`src/inc/mds_defines.svh`:
```
/*
 Constants of the motor driver I/O function layer: terminal function codes,
 factory terminal assignment and timing counts.
 Assumes a 100 MHz core clock; included by bare name wherever it is needed.
*/
`ifndef MDS_DEFINES_SVH
`define MDS_DEFINES_SVH

`define MDS_CLK_MHZ        100
`define MDS_HOLD_MIN_MS    10
`define MDS_FILT_US        1000
`define MDS_FILT_CYC       ((`MDS_FILT_US) * (`MDS_CLK_MHZ))
`define MDS_TACHO_W_US     200
`define MDS_TACHO_CYC      ((`MDS_TACHO_W_US) * (`MDS_CLK_MHZ))
`define MDS_TACHO_PER_REV  30

`define MDS_N_DIN          6
`define MDS_N_DOUT         4
`define MDS_N_IFUNC        16
`define MDS_N_NOTICE       18

// Input function codes
`define MDS_IF_START       4'h0
`define MDS_IF_HARD_STOP   4'h1
`define MDS_IF_DIR_SEL     4'h2
`define MDS_IF_SPD0        4'h3
`define MDS_IF_SPD1        4'h4
`define MDS_IF_FAULT_CLR   4'h5
`define MDS_IF_FWD         4'h6
`define MDS_IF_BWD         4'h7
`define MDS_IF_HALT_SEL    4'h8
`define MDS_IF_SPD2        4'h9
`define MDS_IF_TQ_EN       4'ha
`define MDS_IF_NOTICE_CLR  4'hb
`define MDS_IF_TOOL_UNLOCK 4'hc
`define MDS_IF_EXT_FAULT   4'hd
`define MDS_IF_SHAFT_REL   4'he
`define MDS_IF_NONE        4'hf

// Output function codes; NOTICE_BASE + i selects notice bit i
`define MDS_OF_TACHO       5'h00
`define MDS_OF_FAULT_NC    5'h01
`define MDS_OF_TQ_CAPPED   5'h02
`define MDS_OF_ROT_SENSE   5'h03
`define MDS_OF_FAULT_NO    5'h04
`define MDS_OF_MOVING      5'h05
`define MDS_OF_NOTICE_SUM  5'h06
`define MDS_OF_SPD_REACHED 5'h07
`define MDS_OF_NOTICE_BASE 5'h08

`define MDS_FACTORY_IN_MAP  {`MDS_IF_FAULT_CLR, `MDS_IF_SPD1, `MDS_IF_SPD0, `MDS_IF_DIR_SEL, `MDS_IF_HARD_STOP, `MDS_IF_START}
`define MDS_FACTORY_OUT_MAP {`MDS_OF_ROT_SENSE, `MDS_OF_TQ_CAPPED, `MDS_OF_FAULT_NC, `MDS_OF_TACHO}

`endif

```
`src/inc/mds_pkg.sv`:
```
/*
 Types of the motor driver I/O function layer: configuration, motor core
 status and command bundles.
 Assumes mds_defines.svh for the terminal and notice counts.
*/
`include "mds_defines.svh"

package mds_pkg;

   typedef enum logic [1:0] {
      MDS_STOP_DECEL,
      MDS_STOP_INSTANT,
      MDS_STOP_COAST
   } mds_stop_t;

   typedef struct packed {
      logic                                two_wire;
      logic                                notice_auto_clr;
      logic                                load_hold_en;
      logic                                map_custom;
      logic [`MDS_N_DIN-1:0][3:0]          in_map;
      logic [`MDS_N_DOUT-1:0][4:0]         out_map;
      logic [15:0]                         va_width;
   } mds_cfg_t;

   typedef struct packed {
      logic                                rotating;
      logic                                rot_fwd;
      logic                                torque_limited;
      logic                                shaft_step;
      logic                                shaft_held;
      logic                                alarm_event;
      logic                                alarm_locked;
      logic [15:0]                         speed_act;
      logic [15:0]                         speed_set;
      logic [`MDS_N_NOTICE-1:0]            notice_cond;
   } mds_core_t;

   typedef struct packed {
      logic                                run;
      logic                                dir_fwd;
      mds_stop_t                           stop_kind;
      logic [2:0]                          speed_no;
      logic                                torque_lim_en;
      logic                                tool_unlocked;
      logic                                shaft_free;
   } mds_cmd_t;

endpackage

```
`src/mds_top.sv`:
```
/*
 Digital I/O function layer of a brushless motor driver: filters six direct
 inputs, maps them onto run, stop, direction, speed number, alarm and notice
 functions, and drives four direct outputs from the driver status.
 Assumes all inputs synchronous to clk except the raw terminals, which are
 synchronised here; the motor core acts on cmd_ff and reports in core.
*/
`timescale 1ns/1ns
`default_nettype none
`include "mds_defines.svh"

// Functional notes
// - Three-wire: run request on starts rotation, off gives decelerating stop.
// - Three-wire: hard-stop input on permits rotation, off forces instantaneous stop.
// - Three-wire: rotation direction follows the direction-select level.
// - Speed-select levels pick the operation data number; two default, third optional.
// - Fault-clear on edge resets the active alarm.
// - Two-wire: forward-run turns forward, backward-run turns backward.
// - Two-wire: halt-style-select picks decelerating or instantaneous stop on release.
// - Three-wire or two-wire input set chosen by configuration, not a pin.
// - Torque-cap-enable switches output torque limiting on or off.
// - Notice-clear on edge resets the present notice status.
// - Tool-unlock lifts configuration tool restrictions.
// - External fault forces the motor to stop over run commands.
// - Shaft-release frees an electrically held stopped shaft under load holding.
// - Tachometer output gives 30 pulses per output shaft revolution.
// - On alarm normally-closed fault output goes off, normally-open goes on.
// - Torque-capped output is on while torque is being limited.
// - Rotation-sense on in forward rotation, held until reverse rotation.
// - Moving output on while rotating, off otherwise.
// - Speed-reached on when detected speed within plus-minus window of set speed.
// - Each notice output turns on when its notice condition occurs.
// - Summary notice output reflects overall notice status.
// - Factory default terminal assignment fixed; other assignments set by configuration.
// - Speed-select bits form binary number 0 to 7, third most significant.
// - Each tachometer pulse is 0.2 ms wide.
// - Unassigned torque-cap, tool-unlock, external-fault read on; multi-assigned need all.
module mds_top #(
   parameter int FILT_CYC        = `MDS_FILT_CYC,
   parameter int TACHO_CYC       = `MDS_TACHO_CYC,
   parameter int STEPS_PER_PULSE = 1
) (
   input  wire logic                       clk,
   input  wire logic                       rst,
   input  wire logic [`MDS_N_DIN-1:0]      direct_input,
   input  wire mds_pkg::mds_cfg_t          cfg,
   input  wire mds_pkg::mds_core_t         core,
   output logic [`MDS_N_DOUT-1:0]          direct_output_ff,
   output mds_pkg::mds_cmd_t               cmd_ff,
   output logic                            alarm_ff,
   output logic [`MDS_N_NOTICE-1:0]        notice_ff
);

   localparam int FW = $clog2(FILT_CYC + 1);
   localparam int TW = $clog2(TACHO_CYC + 1);
   localparam int SW = $clog2(STEPS_PER_PULSE + 1);

   // Two-wire mode reuses the three factory run terminals
   function automatic logic [3:0] eff_code(input logic [3:0] code, input logic two_wire);
      logic [3:0] r;
      r = code;
      if (two_wire) begin
         if (code == `MDS_IF_START) begin
            r = `MDS_IF_FWD;
         end else if (code == `MDS_IF_HARD_STOP) begin
            r = `MDS_IF_BWD;
         end else if (code == `MDS_IF_DIR_SEL) begin
            r = `MDS_IF_HALT_SEL;
         end
      end else if (code == `MDS_IF_FWD || code == `MDS_IF_BWD || code == `MDS_IF_HALT_SEL) begin
         r = `MDS_IF_NONE;
      end
      return r;
   endfunction

   logic [`MDS_N_DIN-1:0]      sync1_ff;
   logic [`MDS_N_DIN-1:0]      sync2_ff;
   logic [`MDS_N_DIN-1:0]      filt_ff;
   logic [`MDS_N_DIN-1:0][3:0] map;
   logic [`MDS_N_IFUNC-1:0]    fn;
   logic                       fault_clr_prev_ff;
   logic                       notice_clr_prev_ff;
   logic                       alarm_lock_ff;
   logic                       ext_stop_ff;
   logic                       rot_sense_ff;
   logic                       tacho_ff;
   logic [TW-1:0]              tacho_cnt_ff;
   logic [SW-1:0]              step_cnt_ff;
   logic                       run_inputs;
   logic                       fault_clr_edge;
   logic                       notice_clr_edge;
   logic                       ext_ok;
   logic                       speed_ok;
   logic [16:0]                speed_diff;
   mds_pkg::mds_cmd_t          nxt_cmd;

   assign map = cfg.map_custom ? cfg.in_map : `MDS_FACTORY_IN_MAP;

   always_ff @(posedge clk or posedge rst) begin
      if (rst) begin
         sync1_ff <= '0;
         sync2_ff <= '0;
      end else begin
         sync1_ff <= direct_input;
         sync2_ff <= sync1_ff;
      end
   end

   // Filter settles well inside the controller's minimum hold time
   genvar gi;
   generate
      for (gi = 0; gi < `MDS_N_DIN; gi++) begin : g_filt
         logic [FW-1:0] cnt_ff;
         always_ff @(posedge clk or posedge rst) begin
            if (rst) begin
               cnt_ff        <= '0;
               filt_ff[gi]   <= 1'b0;
            end else if (sync2_ff[gi] == filt_ff[gi]) begin
               cnt_ff        <= '0;
            end else if (cnt_ff == FW'(FILT_CYC - 1)) begin
               cnt_ff        <= '0;
               filt_ff[gi]   <= sync2_ff[gi];
            end else begin
               cnt_ff        <= cnt_ff + FW'(1);
            end
         end
      end
   endgenerate

   always_comb begin
      logic [`MDS_N_IFUNC-1:0] assigned;
      logic [`MDS_N_IFUNC-1:0] all_on;
      logic [3:0]              c;
      assigned = '0;
      all_on   = '1;
      c        = 4'h0;
      for (int t = 0; t < `MDS_N_DIN; t++) begin
         c = eff_code(map[t], cfg.two_wire);
         assigned[c] = 1'b1;
         all_on[c]   = all_on[c] & filt_ff[t];
      end
      for (int f = 0; f < `MDS_N_IFUNC; f++) begin
         fn[f] = assigned[f] & all_on[f];
      end
      // Safety functions default to on when no terminal carries them
      if (!assigned[`MDS_IF_TQ_EN]) begin
         fn[`MDS_IF_TQ_EN] = 1'b1;
      end
      if (!assigned[`MDS_IF_TOOL_UNLOCK]) begin
         fn[`MDS_IF_TOOL_UNLOCK] = 1'b1;
      end
      if (!assigned[`MDS_IF_EXT_FAULT]) begin
         fn[`MDS_IF_EXT_FAULT] = 1'b1;
      end
      fn[`MDS_IF_NONE] = 1'b0;
   end

   assign ext_ok     = fn[`MDS_IF_EXT_FAULT];
   assign run_inputs = cfg.two_wire ? (fn[`MDS_IF_FWD] | fn[`MDS_IF_BWD])
                                    : (fn[`MDS_IF_START] & fn[`MDS_IF_HARD_STOP]);
   assign fault_clr_edge  = fn[`MDS_IF_FAULT_CLR] & ~fault_clr_prev_ff;
   assign notice_clr_edge = fn[`MDS_IF_NOTICE_CLR] & ~notice_clr_prev_ff;

   always_ff @(posedge clk or posedge rst) begin
      if (rst) begin
         fault_clr_prev_ff  <= 1'b0;
         notice_clr_prev_ff <= 1'b0;
      end else begin
         fault_clr_prev_ff  <= fn[`MDS_IF_FAULT_CLR];
         notice_clr_prev_ff <= fn[`MDS_IF_NOTICE_CLR];
      end
   end

   // Alarm: a new cause in the clear cycle wins; clear is ignored while the run inputs are on
   always_ff @(posedge clk or posedge rst) begin
      if (rst) begin
         alarm_ff      <= 1'b0;
         alarm_lock_ff <= 1'b0;
         ext_stop_ff   <= 1'b0;
      end else if (core.alarm_event || !ext_ok) begin
         alarm_ff      <= 1'b1;
         alarm_lock_ff <= alarm_lock_ff | (core.alarm_event & core.alarm_locked);
         ext_stop_ff   <= ext_stop_ff | ~ext_ok;
      end else if (fault_clr_edge && !run_inputs && !alarm_lock_ff) begin
         alarm_ff      <= 1'b0;
         ext_stop_ff   <= 1'b0;
      end
   end

   // Notices: auto mode follows the cause, else sticky until clear edge
   always_ff @(posedge clk or posedge rst) begin
      if (rst) begin
         notice_ff <= '0;
      end else if (cfg.notice_auto_clr) begin
         notice_ff <= core.notice_cond;
      end else begin
         notice_ff <= core.notice_cond | (notice_ff & {`MDS_N_NOTICE{~notice_clr_edge}});
      end
   end

   always_comb begin
      nxt_cmd               = cmd_ff;
      nxt_cmd.speed_no      = {fn[`MDS_IF_SPD2], fn[`MDS_IF_SPD1], fn[`MDS_IF_SPD0]};
      nxt_cmd.torque_lim_en = fn[`MDS_IF_TQ_EN];
      nxt_cmd.tool_unlocked = fn[`MDS_IF_TOOL_UNLOCK];
      nxt_cmd.shaft_free    = cfg.load_hold_en & core.shaft_held & fn[`MDS_IF_SHAFT_REL];
      if (cfg.two_wire) begin
         if (fn[`MDS_IF_FWD] && !fn[`MDS_IF_BWD]) begin
            nxt_cmd.run       = 1'b1;
            nxt_cmd.dir_fwd   = 1'b1;
         end else if (fn[`MDS_IF_BWD] && !fn[`MDS_IF_FWD]) begin
            nxt_cmd.run       = 1'b1;
            nxt_cmd.dir_fwd   = 1'b0;
         end else if (fn[`MDS_IF_BWD] && fn[`MDS_IF_FWD]) begin
            nxt_cmd.run       = 1'b0;
            nxt_cmd.stop_kind = mds_pkg::MDS_STOP_DECEL;
         end else begin
            nxt_cmd.run       = 1'b0;
            nxt_cmd.stop_kind = fn[`MDS_IF_HALT_SEL] ? mds_pkg::MDS_STOP_INSTANT
                                                     : mds_pkg::MDS_STOP_DECEL;
         end
      end else begin
         nxt_cmd.dir_fwd = fn[`MDS_IF_DIR_SEL];
         if (!fn[`MDS_IF_HARD_STOP]) begin
            nxt_cmd.run       = 1'b0;
            nxt_cmd.stop_kind = mds_pkg::MDS_STOP_INSTANT;
         end else if (!fn[`MDS_IF_START]) begin
            nxt_cmd.run       = 1'b0;
            nxt_cmd.stop_kind = mds_pkg::MDS_STOP_DECEL;
         end else begin
            nxt_cmd.run       = 1'b1;
         end
      end
      // Alarm overrides: coast, except an external stop halts at once
      if (!ext_ok || ext_stop_ff) begin
         nxt_cmd.run       = 1'b0;
         nxt_cmd.stop_kind = mds_pkg::MDS_STOP_INSTANT;
      end else if (alarm_ff || core.alarm_event) begin
         nxt_cmd.run       = 1'b0;
         nxt_cmd.stop_kind = mds_pkg::MDS_STOP_COAST;
      end
   end

   always_ff @(posedge clk or posedge rst) begin
      if (rst) begin
         cmd_ff <= '{run: 1'b0, dir_fwd: 1'b1, stop_kind: mds_pkg::MDS_STOP_DECEL,
                     speed_no: 3'h0, torque_lim_en: 1'b1, tool_unlocked: 1'b1, shaft_free: 1'b0};
      end else begin
         cmd_ff <= nxt_cmd;
      end
   end

   always_ff @(posedge clk or posedge rst) begin
      if (rst) begin
         rot_sense_ff <= 1'b0;
      end else if (core.rotating) begin
         rot_sense_ff <= core.rot_fwd;
      end
   end

   // Steps arriving during a pulse still count but cannot restart it
   always_ff @(posedge clk or posedge rst) begin
      if (rst) begin
         step_cnt_ff  <= '0;
         tacho_ff     <= 1'b0;
         tacho_cnt_ff <= '0;
      end else begin
         if (core.shaft_step) begin
            if (step_cnt_ff == SW'(STEPS_PER_PULSE - 1)) begin
               step_cnt_ff <= '0;
            end else begin
               step_cnt_ff <= step_cnt_ff + SW'(1);
            end
         end
         if (tacho_ff) begin
            if (tacho_cnt_ff == TW'(TACHO_CYC - 1)) begin
               tacho_ff     <= 1'b0;
               tacho_cnt_ff <= '0;
            end else begin
               tacho_cnt_ff <= tacho_cnt_ff + TW'(1);
            end
         end else if (core.shaft_step && step_cnt_ff == SW'(STEPS_PER_PULSE - 1)) begin
            tacho_ff     <= 1'b1;
            tacho_cnt_ff <= '0;
         end
      end
   end

   always_comb begin
      if (core.speed_act >= core.speed_set) begin
         speed_diff = {1'b0, core.speed_act} - {1'b0, core.speed_set};
      end else begin
         speed_diff = {1'b0, core.speed_set} - {1'b0, core.speed_act};
      end
   end
   assign speed_ok   = core.rotating & (speed_diff <= {1'b0, cfg.va_width});

   function automatic logic out_sel(input logic [4:0] code, input logic [7:0] named,
                                    input logic [`MDS_N_NOTICE-1:0] notices);
      logic [4:0] idx;
      logic       r;
      idx = code - `MDS_OF_NOTICE_BASE;
      r   = 1'b0;
      if (code < `MDS_OF_NOTICE_BASE) begin
         r = named[code[2:0]];
      end else if (idx < 5'(`MDS_N_NOTICE)) begin
         r = notices[idx];
      end
      return r;
   endfunction

   logic [`MDS_N_DOUT-1:0][4:0] omap;
   logic [7:0]                  out_src;

   // Selection stays combinational so the output flops hold no temporaries
   always_comb begin
      omap    = cfg.map_custom ? cfg.out_map : `MDS_FACTORY_OUT_MAP;
      out_src = {speed_ok,
                 |notice_ff,
                 core.rotating,
                 alarm_ff,
                 rot_sense_ff,
                 core.torque_limited,
                 ~alarm_ff,
                 tacho_ff};
   end

   // Outputs lag the driving flops by one cycle
   always_ff @(posedge clk or posedge rst) begin
      if (rst) begin
         direct_output_ff <= '0;
      end else begin
         for (int o = 0; o < `MDS_N_DOUT; o++) begin
            direct_output_ff[o] <= out_sel(omap[o], out_src, notice_ff);
         end
      end
   end

endmodule // mds_top

`default_nettype wire

```
`config.mk`:
```
export PLATFORM = sky130hd
export DESIGN_NAME = mds_top
export DESIGN_NICKNAME = d
export VERILOG_FILES = /design/src/inc/mds_pkg.sv /design/src/mds_top.sv
export VERILOG_INCLUDE_DIRS = /design/src /design/src/inc
export SDC_FILE = /design/constraint.sdc
export NUM_CORES = 1
export LEC_CHECK = 0
export ABC_AREA = 0
export BUFFER_PORTS_ARGS = -buffer_cell sky130_fd_sc_hd__buf_2
export CORE_ASPECT_RATIO = 1.75
export CORE_MARGIN = 1.5
export CORE_UTILIZATION = 30
export CTS_BUF_LIST = sky130_fd_sc_hd__clkbuf_16
export DETAILED_ROUTE_END_ITERATION = 10
export HOLD_SLACK_MARGIN = 0.1
export PLACE_DENSITY = 0.51
export SYNTH_ARGS = -nofsm -noshare
export SYNTH_HDL_FRONTEND = slang
export SYNTH_SLANG_ARGS = --single-unit
```
`constraint.sdc`:
```
create_clock -name clk -period 8.6 [get_ports clk]
set_input_delay 0.43 -clock clk [delete_from_list [all_inputs] [get_ports clk]]
set_output_delay 0.43 -clock clk [all_outputs]
set_load 0.03 [all_outputs]
```
**Word-level counts from Yosys, hierarchy flattened**

Memories as Yosys holds them, arrays and structs flattened.
Index checks and enable logic that the tools add are counted.

- Bitwise gates (word level): 52
- Eq/ne operators: 47
- $lt $le $gt $ge: 30
- Reductions and logical operators: 48
- Add/subtract/negate cells: 14
- Muxes and demuxes: 128

Operators by type and width:

| kind | count |
|---|---|
| 17-bit 2-to-1 mux | 13 |
| 4-bit 2-to-1 mux | 31 |
| 17-bit by 1-bit adder with 17-bit output (second input constant) | 6 |
| 17-bit equality test (second input constant) | 6 |
| 16-bit bitwise mux | 5 |
| 15-bit OR | 5 |
| 4-bit by 3-bit equality test with 1-bit output (second input constant) | 12 |
| 1-bit 2-to-1 mux | 47 |
| 15-bit 2-to-1 mux | 3 |
| 16-bit by 16-bit subtractor with 17-bit output | 2 |
| 4-bit by 5-bit < comparator with 1-bit output (second input constant) | 6 |
| 1-bit bitwise AND | 28 |
| 1-bit demux with 4-bit select | 6 |
| 4-bit by 1-bit equality test with 1-bit output (second input constant) | 6 |
| 4-bit by 2-bit equality test with 1-bit output (second input constant) | 6 |
| 4-bit equality test (second input constant) | 6 |
| 4-bit by 1-bit greater-or-equal comparator with 1-bit output (second input constant) | 6 |
| 4-bit logical NOT | 6 |
| 5-bit by 6-bit < comparator with 1-bit output (second input constant) | 4 |
| 24-bit 2-to-1 mux | 1 |
| 1-bit binary-select mux with 4-bit select | 5 |
| 1-bit binary-select mux with 5-bit select | 4 |
| 5-bit by 4-bit < comparator with 1-bit output (second input constant) | 4 |
| 5-bit < comparator (second input constant) | 4 |
| 28 further kinds | 97 |

- Memories: 1
- Logic and storage cells: 352
- Memory bits (read-only): 16
- Input port bits: 129
- Output and inout port bits: 33
- Flip-flop bits (word level): 175

Memory list:

| memory | words | width | read ports | clocked after Yosys merged registers in | write ports | RTL line | RTL |
|---|---|---|---|---|---|---|---|
| (name not given) | 16 | 1 | 1 | 0 | 0 | mds_top.sv:140 | `all_on[c] = all_on[c] & filt_ff[t];` |

**Longest topological paths before layout**

Gate-level depths: netlist (run 1).

- Word-level depth: 40
- Mapped depth: 35

**Least setup slack after synthesis (run 1)**

OpenSTA, ideal clock, no wires.

- Kind: input -> register
- From: input core[21] (netlist bit)
- To: register direct_output_ff[2]
- Data required time: 8506 ps
- Data arrival time: 5723 ps
- Library setup time: 94 ps
- Stages: 34
- Setup slack: 2783 ps
- Path through: inv_1 ha_1 clkbuf_1 a21boi_0 o21a_1 o21a_1 o21ai_0 a21oi_1 o21ai_0 a21oi_1 o21ai_0 nand3b_1 nand4_1 nand2_1 clkbuf_1 clkbuf_1 mux2_2 ha_1 nor2b_1 o21a_1 o21a_1 o21a_1 o21a_1 o21a_1 o21ai_0 nand2b_1 a21oi_1 o21ai_0 a21oi_1 o21ai_0 a21oi_1 o31a_1 a31oi_1 a211oi_1

- Word-level cells in the longest chain between the ends: 7
- Elaborated cells between the ends (all ways): 9
- Those cells by class: add/sub (2); order compare (2); mux (4); bitwise (1)

RTL lines:

| element | RTL line | RTL |
|---|---|---|
| start, declared | mds_top.sv:47 | `input wire mds_pkg::mds_core_t core,` |
| 16-bit by 16-bit subtractor with 17-bit output, or another cell as far along | mds_top.sv:293 | `speed_diff = {1'b0, core.speed_set} - {1'b0, core.speed_act};` |
| 17-bit 2-to-1 mux * | mds_top.sv:290 | `if (core.speed_act >= core.speed_set) begin` |
| 17-bit by 16-bit less-or-equal comparator with 1-bit output * | mds_top.sv:296 | `assign speed_ok = core.rotating & (speed_diff <= {1'b0, cfg.va_width});` |
| 1-bit bitwise AND * | mds_top.sv:296 |  |
| 1-bit binary-select mux with 3-bit select * | mds_top.sv:305 | `r = named[code[2:0]];` |
| 1-bit 2-to-1 mux (implied by the code) * | mds_top.sv:305 |  |
| 1-bit 2-to-1 mux * | mds_top.sv:304 | `` if (code < `MDS_OF_NOTICE_BASE) begin `` |
| end signal, assigned by index | mds_top.sv:334 | `direct_output_ff[o] <= out_sel(omap[o], out_src, notice_ff);` |
| end, declared | mds_top.sv:48 | `` output logic [`MDS_N_DOUT-1:0] direct_output_ff, `` |

Every way passes the cells marked *; elsewhere a longest branch is shown, timed or not. The select of a mux whose other input is x is not followed.
A chain may end at the register's enable or synchronous reset.

**Worst setup path in the final report (run 1)**

- From: input cfg[60] (netlist bit)
- To: register cmd_ff[6] (netlist bit)

- Word-level cells in the longest chain between the ends: 40
- Elaborated cells between the ends (all ways): 165
- Those cells by class: order compare (12); eq/ne (33); mux (68); bitwise (19); reduce/logical (32); memory (1)

RTL lines:

| element | RTL line | RTL |
|---|---|---|
| start, declared | mds_top.sv:46 | `input wire mds_pkg::mds_cfg_t cfg,` |
| 24-bit 2-to-1 mux (no source line) * | n/a |  |
| 4-bit by 2-bit equality test with 1-bit output (no source line) / 4-bit by 3-bit equality test with 1-bit output (equally long branches) | n/a |  |
| 4-bit 2-to-1 mux / 1-bit logical OR (equally long branches) (2 in series) | n/a |  |
| 4-bit 2-to-1 mux, on equally long branches | mds_top.sv:63, mds_top.sv:70 |  |
| 4-bit 2-to-1 mux | mds_top.sv:62 | `if (two_wire) begin` |
| 4-bit by 5-bit < comparator with 1-bit output (implied by the code) / 4-bit by 1-bit greater-or-equal comparator with 1-bit output (equally long branches) | mds_top.sv:139, mds_top.sv:140 |  |
| 1-bit logical AND (implied by the code) | mds_top.sv:139, mds_top.sv:140 |  |
| 1-bit 2-to-1 mux (implied by the code) | mds_top.sv:139, mds_top.sv:140 |  |
| [23 not listed] | n/a |  |
| 1-bit bitwise AND | mds_top.sv:143 | `fn[f] = assigned[f] & all_on[f];` |
| 1-bit 2-to-1 mux / 1-bit logical AND (equally long branches) | mds_top.sv:219, mds_top.sv:214 |  |
| 1-bit 2-to-1 mux | mds_top.sv:214 | `` end else if (fn[`MDS_IF_BWD] && fn[`MDS_IF_FWD]) begin `` |
| 2-bit 2-to-1 mux | mds_top.sv:211 | `` end else if (fn[`MDS_IF_BWD] && !fn[`MDS_IF_FWD]) begin `` |
| 2-bit 2-to-1 mux | mds_top.sv:208 | `` if (fn[`MDS_IF_FWD] && !fn[`MDS_IF_BWD]) begin `` |
| 4-bit 2-to-1 mux | mds_top.sv:207 | `if (cfg.two_wire) begin` |
| 2-bit 2-to-1 mux | mds_top.sv:238 | `end else if (alarm_ff \|\| core.alarm_event) begin` |
| 2-bit 2-to-1 mux | mds_top.sv:235 | `if (!ext_ok \|\| ext_stop_ff) begin` |
| end signal, assigned | mds_top.sv:246 | `cmd_ff <= '{run: 1'b0, dir_fwd: 1'b1, stop_kind: mds_pkg::MDS_STOP_DECEL,` |
| end signal, assigned | mds_top.sv:249 | `cmd_ff <= nxt_cmd;` |
| end, declared | mds_top.sv:49 | `output mds_pkg::mds_cmd_t cmd_ff,` |

Marks and branches as above.

==> results of run 1 <==
==> layout by cell type (no fill, tap or decap), types with 16 or more instances in the layout <==
cell,count
nor3_1,49
nand4_1,37
and3_1,27
nor2_1,249
o31ai_1,16
a21oi_1,108
xor2_1,77
o21ai_0,120
inv_1,106
nand2b_1,34
ha_1,67
a21o_1,42
buf_4,18
a211oi_1,28
nor4_1,19
a31oi_1,24
dfrtp_1,171
buf_2,160
and2_1,24
o21a_1,17
mux2_2,18
o211ai_1,17
nand2_1,184
nand3_1,98
mux2i_1,25
clkbuf_16,17
nor2b_1,32
xnor2_1,42
==> cells by family after synthesis <==
kind of cell,share of synthesized area (%)
simple gates,26.6
compound gates,24.6
buf+inv,5.48
flops,27.6
xor+xnor,6.59
fa+ha+maj,5.62
mux,3.58
==> cells in the mapped netlist, types with 17 or more instances <==
| cell type | number | area (sq um) |
|---|---|---|
| a211oi_1 | 28 | 210 |
| a21o_1 | 42 | 315 |
| a21oi_1 | 108 | 541 |
| a31oi_1 | 24 | 150 |
| and2_1 | 24 | 150 |
| and3_1 | 27 | 169 |
| clkbuf_1 | 70 | 263 |
| dfrtp_1 | 171 | 4280 |
| ha_1 | 67 | 838 |
| inv_1 | 107 | 402 |
| mux2_2 | 18 | 203 |
| mux2i_1 | 25 | 250 |
| nand2_1 | 184 | 691 |
| nand2b_1 | 34 | 213 |
| nand3_1 | 98 | 490 |
| nand4_1 | 37 | 231 |
| nor2_1 | 249 | 935 |
| nor2b_1 | 32 | 200 |
| nor3_1 | 49 | 245 |
| nor4_1 | 19 | 119 |
| o211ai_1 | 17 | 128 |
| o21a_1 | 17 | 128 |
| o21ai_0 | 121 | 606 |
| xnor2_1 | 42 | 368 |
| xor2_1 | 77 | 674 |
==> per-stage QoR <==
stage                     setup WS [ps]  util, %  area (sq um)
final                              1970     34.2         17800
after global routing               1440     34.2         17800
after CTS                          2100     34.2         17800
after detailed placement           1600     32.8         17100
after global placement             1650     32.8         17100
after floorplan                    2780        -         15800
==> registers in the layout, indices dropped and copies added (netlist names) <==
register	flops
alarm_lock_ff	1
notice_ff	18
notice_clr_prev_ff	1
fault_clr_prev_ff	1
cmd_ff	10
rot_sense_ff	1
sync2_ff	6
tacho_cnt_ff	15
alarm_ff	1
ext_stop_ff	1
g_filt.cnt_ff	102
direct_output_ff	4
tacho_ff	1
filt_ff	6
sync1_ff	6
==> repair_timing <==
item,in CTS,in global routing
setup endpoints to repair,0,0
hold buffers,6,0
resized for setup,0,0
setup buffers,0,0
hold endpoints to repair,6,0
==> worst paths after layout <==
path	start	endpoint	cells past startpoint
max in group asynchronous	rst	filt_ff[1]	3
worst max register to register	filt_ff[0]	cmd_ff[6]	21
worst max-delay path	cfg[60]	cmd_ff[6]	22
worst min-delay path	rst	notice_ff[16]	2
worst min register to register	sync1_ff[1]	sync2_ff[1]	0
min in group clk	core[0]	notice_ff[0]	2
==> power groups by stage <==
stage | registers, W | logic, W | clock network, W
2_1_floorplan | 0.000906 | 0.000410 | 0
3_3_place_gp | 0.000894 | 0.000631 | 0
3_5_place_dp | 0.000894 | 0.000633 | 0
4_1_cts | 0.000878 | 0.000639 | 0.000881
5_1_grt | 0.000881 | 0.000702 | 0.000911
6_report | 0.000878 | 0.000641 | 0.000846
==> worst register-to-register path, stage by stage (launching register included) <==
cell and delay, ps:
dfrtp_1 560, nand2b_1 280, a21oi_1 420, a31oi_1 260, o21a_1 290, nor3b_1 420
o31ai_1 200, a32oi_4 510, nand4bb_4 290, nor2_1 100, a31oi_2 340, nor2_2 160
a41oi_4 380, nor3_2 110, nand2_1 250, o21ai_0 190, ha_1 240, or3_1 400
a211oi_1 250, o221a_2 210, o21ai_0 70, o2111ai_1 110
==> area by class of cell <==
cell class / count / area (sq um)
fillers: 5589 / 34400
multi-input cells: 1638 / 10600
flip-flops and latches: 174 / 4360
repair buffers: 184 / 996
well taps: 678 / 848
clock buffers: 17 / 425
inverters: 108 / 413
clock inverters: 15 / 213
==> layer usage <==
metal / wire length (microns) / GRT usage [%] / up-vias / share of wire (%)
met5: 90 / 0 / - / 0.16
met2: 29700 / 38.8 / 582 / 52
li1: - / - / 7546 / -
met1: 20500 / 21.3 / 7405 / 36
met3: 2830 / 3.80 / 191 / 4.9
met4: 4330 / 15.3 / 14 / 7.5
==> results.cfg, run 1 <==
[final_layout]
syn_to_final_growth_pct = 12.8
layout.cells.non_filler = 2814
layout-drive-gt1-share_pct = 13.5
diodes = 0
num-nets-final = 2321

[placed_design]
gp_congestion = 1.03
placement.io_buffers = 161
hpwl_mm = 45.5
place.detailed.instances = 2776

[timing]
slew_headroom_pct = 14.0
post_route_setup_tns_ps = 0
max_slew.worst_pin.slew_ps = 1280
maxSlewViolCount = 0
post-route-min-period_ps = 6630
hold_viol = 0
achievable-frequency_ghz = 0.151
fin_crit_sh_pct = 77.1
timing.final.setup_violations = 0
timing.hold.ws_ps = 109
unrepaired_setup_endpoints_after_global_routing = no
final.setup_skew_ps = 22.5

[logic_synthesis]
netlist-cell-type-count = 116
avgSynthCellArea_sq_um = 7.82
synth-seq-area-share_pct = 27.6
synth.cell_area_sq_um = 15800
yosys_warnings = 0
netlist_instances = 2022
synthesis_stage_register_bit_count = 174
net_count_after_synthesis = 2220
synth_ff_type = dfrtp_1
number_of_synthesized_flops_with_an_enable_pin = 0
async_flop_share_pct = 100

[pwr]
pwr-share-seq_pct = 37.1
power_density_nw_per_um2 = 133
switching_power_w = 0.000865
comb_power_share_pct = 27.1
power_leakage_nw = 7.67
cellInternalPower_w = 0.00150
switching_share_pct = 36.6
ir_worst_vdd_v = 0.000122
power.total_w = 0.00236
power_frac_clock_pct = 35.8

[drt]
vias = 15700
routed_wl_mm = 57.4
drt-pass1-iter-count = 6
post-route-drc-count = 0
routed_wire_length_per_instance_microns = 20.4
final_antenna_net_count = 0
drt_first_iter_violations = 1039
post_drt_via_cell_ratio = 5.59

[cts]
numClockSinks = 174
cts-buffers-inserted = 17
insertion_delay_ps = 470
htree_levels = 4
clk_pin_slew_worst_paths_ps = 80
cts_max_path_buffers = 2
cts_tree = done
ctsRootBufferMaster = clkbuf_16

[global_routing]
first_global_vias = 15800
grt_pass1_wl_mm = 88.8
antenna_violations_before_repair = 7
grt_max_degree = 118
grt_overflow = 0
grt.total_usage_pct = 21.2

[setup_path]
critical_path_capture_point_type = flop
reg2reg_setup_slack_ps = 2460
worstSetupStartpointType = primary input
cp_slowest_stage_delay_ps = 740
critical_path_arrival_ps = 7000
timing.critical_path.fanout_max = 64
cp_slowest_cell = a211oi_1
cp_data_required_time_ps = 8970
crit_chain = buf_4 > inv_2 > a211oi_1 > a31oi_1 > a32o_2 > a21boi_0 > o31ai_1 > a32oi_4 > nand4bb_4 > nor2_1 > a31oi_2 > nor2_2 > a41oi_4 > nor3_2 > nand2_1 > o21ai_0 > ha_1 > or3_1 > a211oi_1 > o221a_2 > o21ai_0 > o2111ai_1
total_buffers_and_inverters_traversed_by_the_critical_path = 2
timing_worst_setup_path_type = primary input to flop
largest_delay_share_family_worst_path = compound AO/OA/AOI/OAI gates

[min_path]
hold_path.class = primary input to asynchronous set/reset pin

[floorplanning]
dieHeight_microns = 307
chipWidth_microns = 177
placeableCoreArea_sq_um = 52200
dieArea_sq_um = 54200
fp-row-count = 111
top_level_ports = 162
floorplan.initialDensity_pct = 30.3

[run]
max_cap_violations = 0

[outcome]
run_status = finished, final reports clean
Power figures use the tool's default switching activity.
==> run 2, diff against run 1 <==
==> constraint.sdc (replaced) <==
create_clock -name clk -period 6.33 [get_ports clk]
set_input_delay 0.3165 -clock clk [delete_from_list [all_inputs] [get_ports clk]]
set_output_delay 0.3165 -clock clk [all_outputs]
set_load 0.03 [all_outputs]
==> run 2 against run 1 <==
  * Via count grew 2.5%
  * Die area is the same
  * Worst hold slack gained 32 ps
  * Sequential power is 36% higher
  * Combinational power rose by 43%
  * Critical path depth fell by 1
  * Clock-buffer cell count did not move
  * Largest cell class unchanged
  * Highest routed layer unchanged
==> results.cfg, run 2 (synthesis gave the netlist of run 1 again) <==
[timing]
post-route-min-period_ps = 5820
postLayoutSetupSlackWorst_ps = 508
unrepaired_setup_endpoints_after_global_routing = no
fin_crit_sh_pct = 92.0
post_route_setup_tns_ps = 0
final.setup_skew_ps = 17.1
maxSlewViolCount = 0
timing.final.setup_violations = 0
slew_headroom_pct = 17.8
hold_viol = 0
max_slew.worst_pin.slew_ps = 1230
achievable-frequency_ghz = 0.172

[setup_path]
crit_chain = nand2b_1 > nor2_1 > a31oi_1 > a32o_2 > o2111ai_2 > o22ai_1 > o22ai_1 > nand4bb_4 > o21ai_0 > a21oi_1 > o311ai_0 > nand4_1 > nor3_2 > nand2_1 > o21a_1 > ha_1 > or3_1 > a211oi_1 > o221a_2 > o21ai_0 > o2111ai_1
reg2reg_setup_slack_ps = 510
timing_worst_setup_path_type = flop to flop
critical_path_capture_point_type = flop
cp_slowest_cell = dfrtp_1
critical_path_arrival_ps = 6200
regToRegEndpoint = cmd_ff[6]
largest_delay_share_family_worst_path = compound AO/OA/AOI/OAI gates
total_buffers_and_inverters_traversed_by_the_critical_path = 0
timing.critical_path.fanout_max = 12
cp_data_required_time_ps = 6710
cp_slowest_stage_delay_ps = 660
reg2reg_depth = 21
worstSetupStartpointType = flop
worst_r2r_startpoint = filt_ff[0]

[final_layout]
num-nets-final = 2405
layout.cells.most_common = nor2_1
largest_reg_flops = 102
final_core_util_pct = 35.4
largest_registers = g_filt.cnt_ff: 102 flops, notice_ff: 18 flops, tacho_cnt_ff: 15 flops
layout_common_cells = 249 x nor2_1, 184 x nand2_1, 171 x dfrtp_1, 160 x buf_2, 120 x o21ai_0
layout-drive-gt1-share_pct = 15.7
postLayoutCellArea_sq_um = 18500
syn_to_final_growth_pct = 17.0
max_flop_register = g_filt.cnt_ff

[pwr]
ir_worst_vdd_v = 0.000199
power_density_nw_per_um2 = 174
power_leakage_nw = 8.05

[floorplanning]
chipWidth_microns = 177
floorplan.initialDensity_pct = 30.3
fp-row-count = 111
dieHeight_microns = 307
dieArea_sq_um = 54200
placeableCoreArea_sq_um = 52200
top_level_ports = 162

[drt]
post_drt_via_cell_ratio = 5.56
routed_wl_mm = 58.0
drt-pass1-iter-count = 7
drt_first_iter_violations = 974
final_antenna_net_count = 0
post-route-drc-count = 0
routed_wire_length_per_instance_microns = 20.0
vias = 16100

[min_path]
hold-path-endpoint = cmd_ff[0]
min_path_cells = 3
hp_start = core[52]
hold_path.class = primary input to flop

[cts]
ctsRootBufferMaster = clkbuf_16
clk_pin_slew_worst_paths_ps = 90
numClockSinks = 174
htree_levels = 4
insertion_delay_ps = 460
cts_tree = done
postCtsSetupRepairBufs = 0
cts-buffers-inserted = 17
cts_max_path_buffers = 2

[outcome]
run_status = finished, final reports clean

[placed_design]
dp_worst_setup_slack_ps = 121
placement.io_buffers = 161
gp_congestion = 1.02
hpwl_mm = 46.6
placement.cell_area_sq_um = 17600

[global_routing]
grt_overflow = 0
grt_pass1_wl_mm = 90.9
antenna_violations_before_repair = 7
grt.total_usage_pct = 21.6
first_global_vias = 16400
grt_max_degree = 107

[run]
max_cap_violations = 0
run 2: cell types whose count changed in the layout (fill, tap and decap cells not counted), sizes merged:
cell and change:
buf +61, dlygate4sd3 +23, clkinv -4, diode +3
inv +2, bufinv +1, clkinvlp +1
run 2: tightest hold or removal path: stages:
cell      delay (ps)
buf_2            100
nand2_1           70
a311oi_1          70
run 2: repair_timing:
action | 4_1_cts | 5_1_grt
hold buffers | 29 | 0
hold endpoints to repair | 132 | 0
resized for setup | 0 | 0
run 2: layout make-up:
class	instances	area (sq um)
repair buffers	268	1680
inverters	108	413
clock buffers	17	425
flip-flops and latches	174	4360
fillers	5617	33700
multi-input cells	1638	10600
well taps	678	848
diodes	3	7.51
clock inverters	15	174
run 2: metrics by stage:
stage / power (W) / instances / hold WS [ps]
6_report: 0.00322 / 2901 / 141
3_3_place_gp: 0.00210 / 2837 / 332
5_1_grt: 0.00340 / 2900 / 133
3_5_place_dp: 0.00211 / 2837 / 335
4_1_cts: 0.00327 / 2898 / 135
2_1_floorplan: 0.00179 / 2022 / 331
run 2: routing by layer:
| metal | wire [microns] | global-route usage [%] | vias to the layer above |
|---|---|---|---|
| li1 | - | - | 7717 |
| met1 | 21500 | 22.5 | 7657 |
| met2 | 29800 | 39.4 | 547 |
| met3 | 2370 | 2.94 | 195 |
| met4 | 4210 | 14.8 | 8 |
| met5 | 47 | 0 | - |
run 2: power breakdown:
| group | switching [W] | leakage, nW | internal, W | total [W] |
|---|---|---|---|---|
| Clock | 0.000520 | 0.296 | 0.000596 | 0.00112 |
| Combinational | 0.000571 | 5.47 | 0.000344 | 0.000915 |
| Sequential | 0.0000471 | 2.27 | 0.00115 | 0.00119 |
run 2: worst max-delay path by stage:
stage / from / endpoint / slack, ps / depth (start not counted)
finish: filt_ff[0] / cmd_ff[6] / 510 / 21
floorplan: core[21] / direct_output_ff[2] / 630 / 34
detailed placement: cfg[63] / cmd_ff[6] / 120 / 23
CTS: filt_ff[0] / cmd_ff[6] / 550 / 21
global placement: cfg[63] / cmd_ff[6] / 260 / 23
global route: filt_ff[0] / cmd_ff[6] / 80 / 21
==> run 3, diff against run 2 <==
--- a/config.mk
+++ b/config.mk
@@ -14,7 +14,7 @@
 export CTS_BUF_LIST = sky130_fd_sc_hd__clkbuf_16
 export DETAILED_ROUTE_END_ITERATION = 10
 export HOLD_SLACK_MARGIN = 0.1
-export PLACE_DENSITY = 0.51
+export PLACE_DENSITY_LB_ADDON = 0.3
 export SYNTH_ARGS = -nofsm -noshare
 export SYNTH_HDL_FRONTEND = slang
 export SYNTH_SLANG_ARGS = --single-unit
==> constraint.sdc (replaced) <==
create_clock -name clk -period 6.33 [get_ports clk]
set_input_delay 0.9495 -clock clk [delete_from_list [all_inputs] [get_ports clk]]
set_output_delay 0.9495 -clock clk [all_outputs]
set_load 0.03 [all_outputs]
==> run 3 against run 2 <==
  * Clock skew shrank 1.4 ps
  * Die area is the same
  * Non-clock buffer count grew 131
  * Combinational power grew 10%
  * Largest cell class unchanged
  * Register-to-register slack gained 260 ps
  * Cell area grew 5.4%
  * Via count grew 3.4%
  * Power grew 0.98%
  * Routed wire length grew 1.1%
  * Worst setup slack lost 170 ps
==> results.cfg, run 3 (synthesis gave the netlist of run 1 again) <==
[floorplanning]
top_level_ports = 162
chipWidth_microns = 177
floorplan.initialDensity_pct = 30.3
placeableCoreArea_sq_um = 52200
dieHeight_microns = 307
dieArea_sq_um = 54200
fp-row-count = 111

[final_layout]
sequential_cell_area_sq_um = 4360
layout-drive-gt1-share_pct = 22.2
layout.filler_cells = 5573
layout_common_cells = 248 x nor2_1, 236 x buf_4, 184 x nand2_1, 171 x dfrtp_1, 159 x buf_2
layout.cells.most_common = nor2_1
syn_to_final_growth_pct = 23.3
diodes = 0
max_flop_register = g_filt.cnt_ff
multiInputGateArea_sq_um = 10700
largest_registers = g_filt.cnt_ff: 102 flops, notice_ff: 18 flops, tacho_cnt_ff: 15 flops
largest_reg_flops = 102
num-nets-final = 2537

[drt]
post-route-drc-count = 0
final_antenna_net_count = 0
drt-pass1-iter-count = 5
routed_wire_length_per_instance_microns = 19.3
routed_wl_mm = 58.6
post_drt_via_cell_ratio = 5.50
vias = 16700
drt_first_iter_violations = 1001

[cts]
clk_pin_slew_worst_paths_ps = 80
insertion_delay_ps = 460
cts_tree = done
cts-buffers-inserted = 17
cts_max_path_buffers = 2
ctsRootBufferMaster = clkbuf_16
htree_levels = 4
cts_hold_buffers = 0
numClockSinks = 174

[timing]
achievable-frequency_ghz = 0.167
fin_crit_sh_pct = 94.6
timing.final.setup_violations = 0
maxSlewViolCount = 0
hold_viol = 0
post-route-min-period_ps = 5990
post_route_setup_tns_ps = 0
max_slew.worst_pin.slew_ps = 1200
timing.hold.ws_ps = 351
final.setup_skew_ps = 15.8
slew_headroom_pct = 19.3

[setup_path]
timing_worst_setup_path_type = primary input to flop
cp_slowest_cell = o41ai_2
cp_slowest_stage_delay_ps = 450
timing.critical_path.fanout_max = 10
critical_path_arrival_ps = 6370
largest_delay_share_family_worst_path = compound AO/OA/AOI/OAI gates
critical_path_capture_point_type = flop
worstSetupStartpointType = primary input
total_buffers_and_inverters_traversed_by_the_critical_path = 4
critPathMostFrequentCell = buf_4
cp_data_required_time_ps = 6710

[global_routing]
grt_overflow = 0
first_global_vias = 16900
grt.total_usage_pct = 21.6
grt_pass1_wl_mm = 91.2
grt_max_degree = 121
antenna_violations_before_repair = 1

[pwr]
power_density_nw_per_um2 = 167
power.total_w = 0.00325
power_leakage_nw = 8.71
ir_worst_vdd_v = 0.000158

[outcome]
run_status = finished, final reports clean

[placed_design]
placement.io_buffers = 161
hpwl_mm = 47.6
gp_congestion = 0.996

[run]
max_cap_violations = 0

[min_path]
hold_path.class = flop to flop
## run 3: metrics by stage
stage          utilization [%]  setup WS, ps  area [sq um]  cells
6_report                  37.3           340         19500   3030
4_1_cts                   37.2           241         19400   3028
5_1_grt                   37.3        -0.622         19500   3030
3_3_place_gp              36.1          -208         18800   2996
2_1_floorplan                -           141         15800   2022
3_5_place_dp              36.1          -262         18800   2996
## run 3: routing by layer
layer,GRT usage (%),vias to the layer above,part of all wire (%),wire length (microns)
met5,0,-,0,0
met4,15.8,0,7.7,4500
met3,2.47,209,3.8,2200
met2,39.7,564,51,30200
met1,22.3,7932,37,21700
li1,-,7974,-,-
## run 3: timing repair
item,in CTS,in global routing
buffers inserted,0,1
gates resized for setup,0,24
setup endpoints to repair,0,5
## run 3: layout make-up
cell class	instances	share of cell area [%]
clock buffer	17	2.18
timing repair buffer	399	13.5
clock inverter	15	0.777
multi-input combinational	1639	54.7
tap	678	4.35
inverter	108	2.12
sequential	174	22.4
## run 3: where the power goes
| part | total, W | internal (W) | switching (W) |
|---|---|---|---|
| clock network | 0.00106 | 0.000523 | 0.000533 |
| registers | 0.00119 | 0.00115 | 0.0000466 |
| logic | 0.00101 | 0.000412 | 0.000595 |
## run 3: path summary, 6_finish.rpt
| path | startpoint | slack [ps] | cells past startpoint | endpoint |
|---|---|---|---|---|
| worst max-delay path | cfg[39] | 340 | 26 | cmd_ff[6] |
| worst min-delay path | sync1_ff[1] | 350 | 0 | sync2_ff[1] |
| worst max register to register | filt_ff[0] | 770 | 23 | cmd_ff[6] |
| worst min register to register | sync1_ff[1] | 350 | 0 | sync2_ff[1] |
| max in group asynchronous | rst | 4410 | 3 | notice_ff[8] |
| min in group asynchronous | rst | 660 | 2 | sync1_ff[3] |
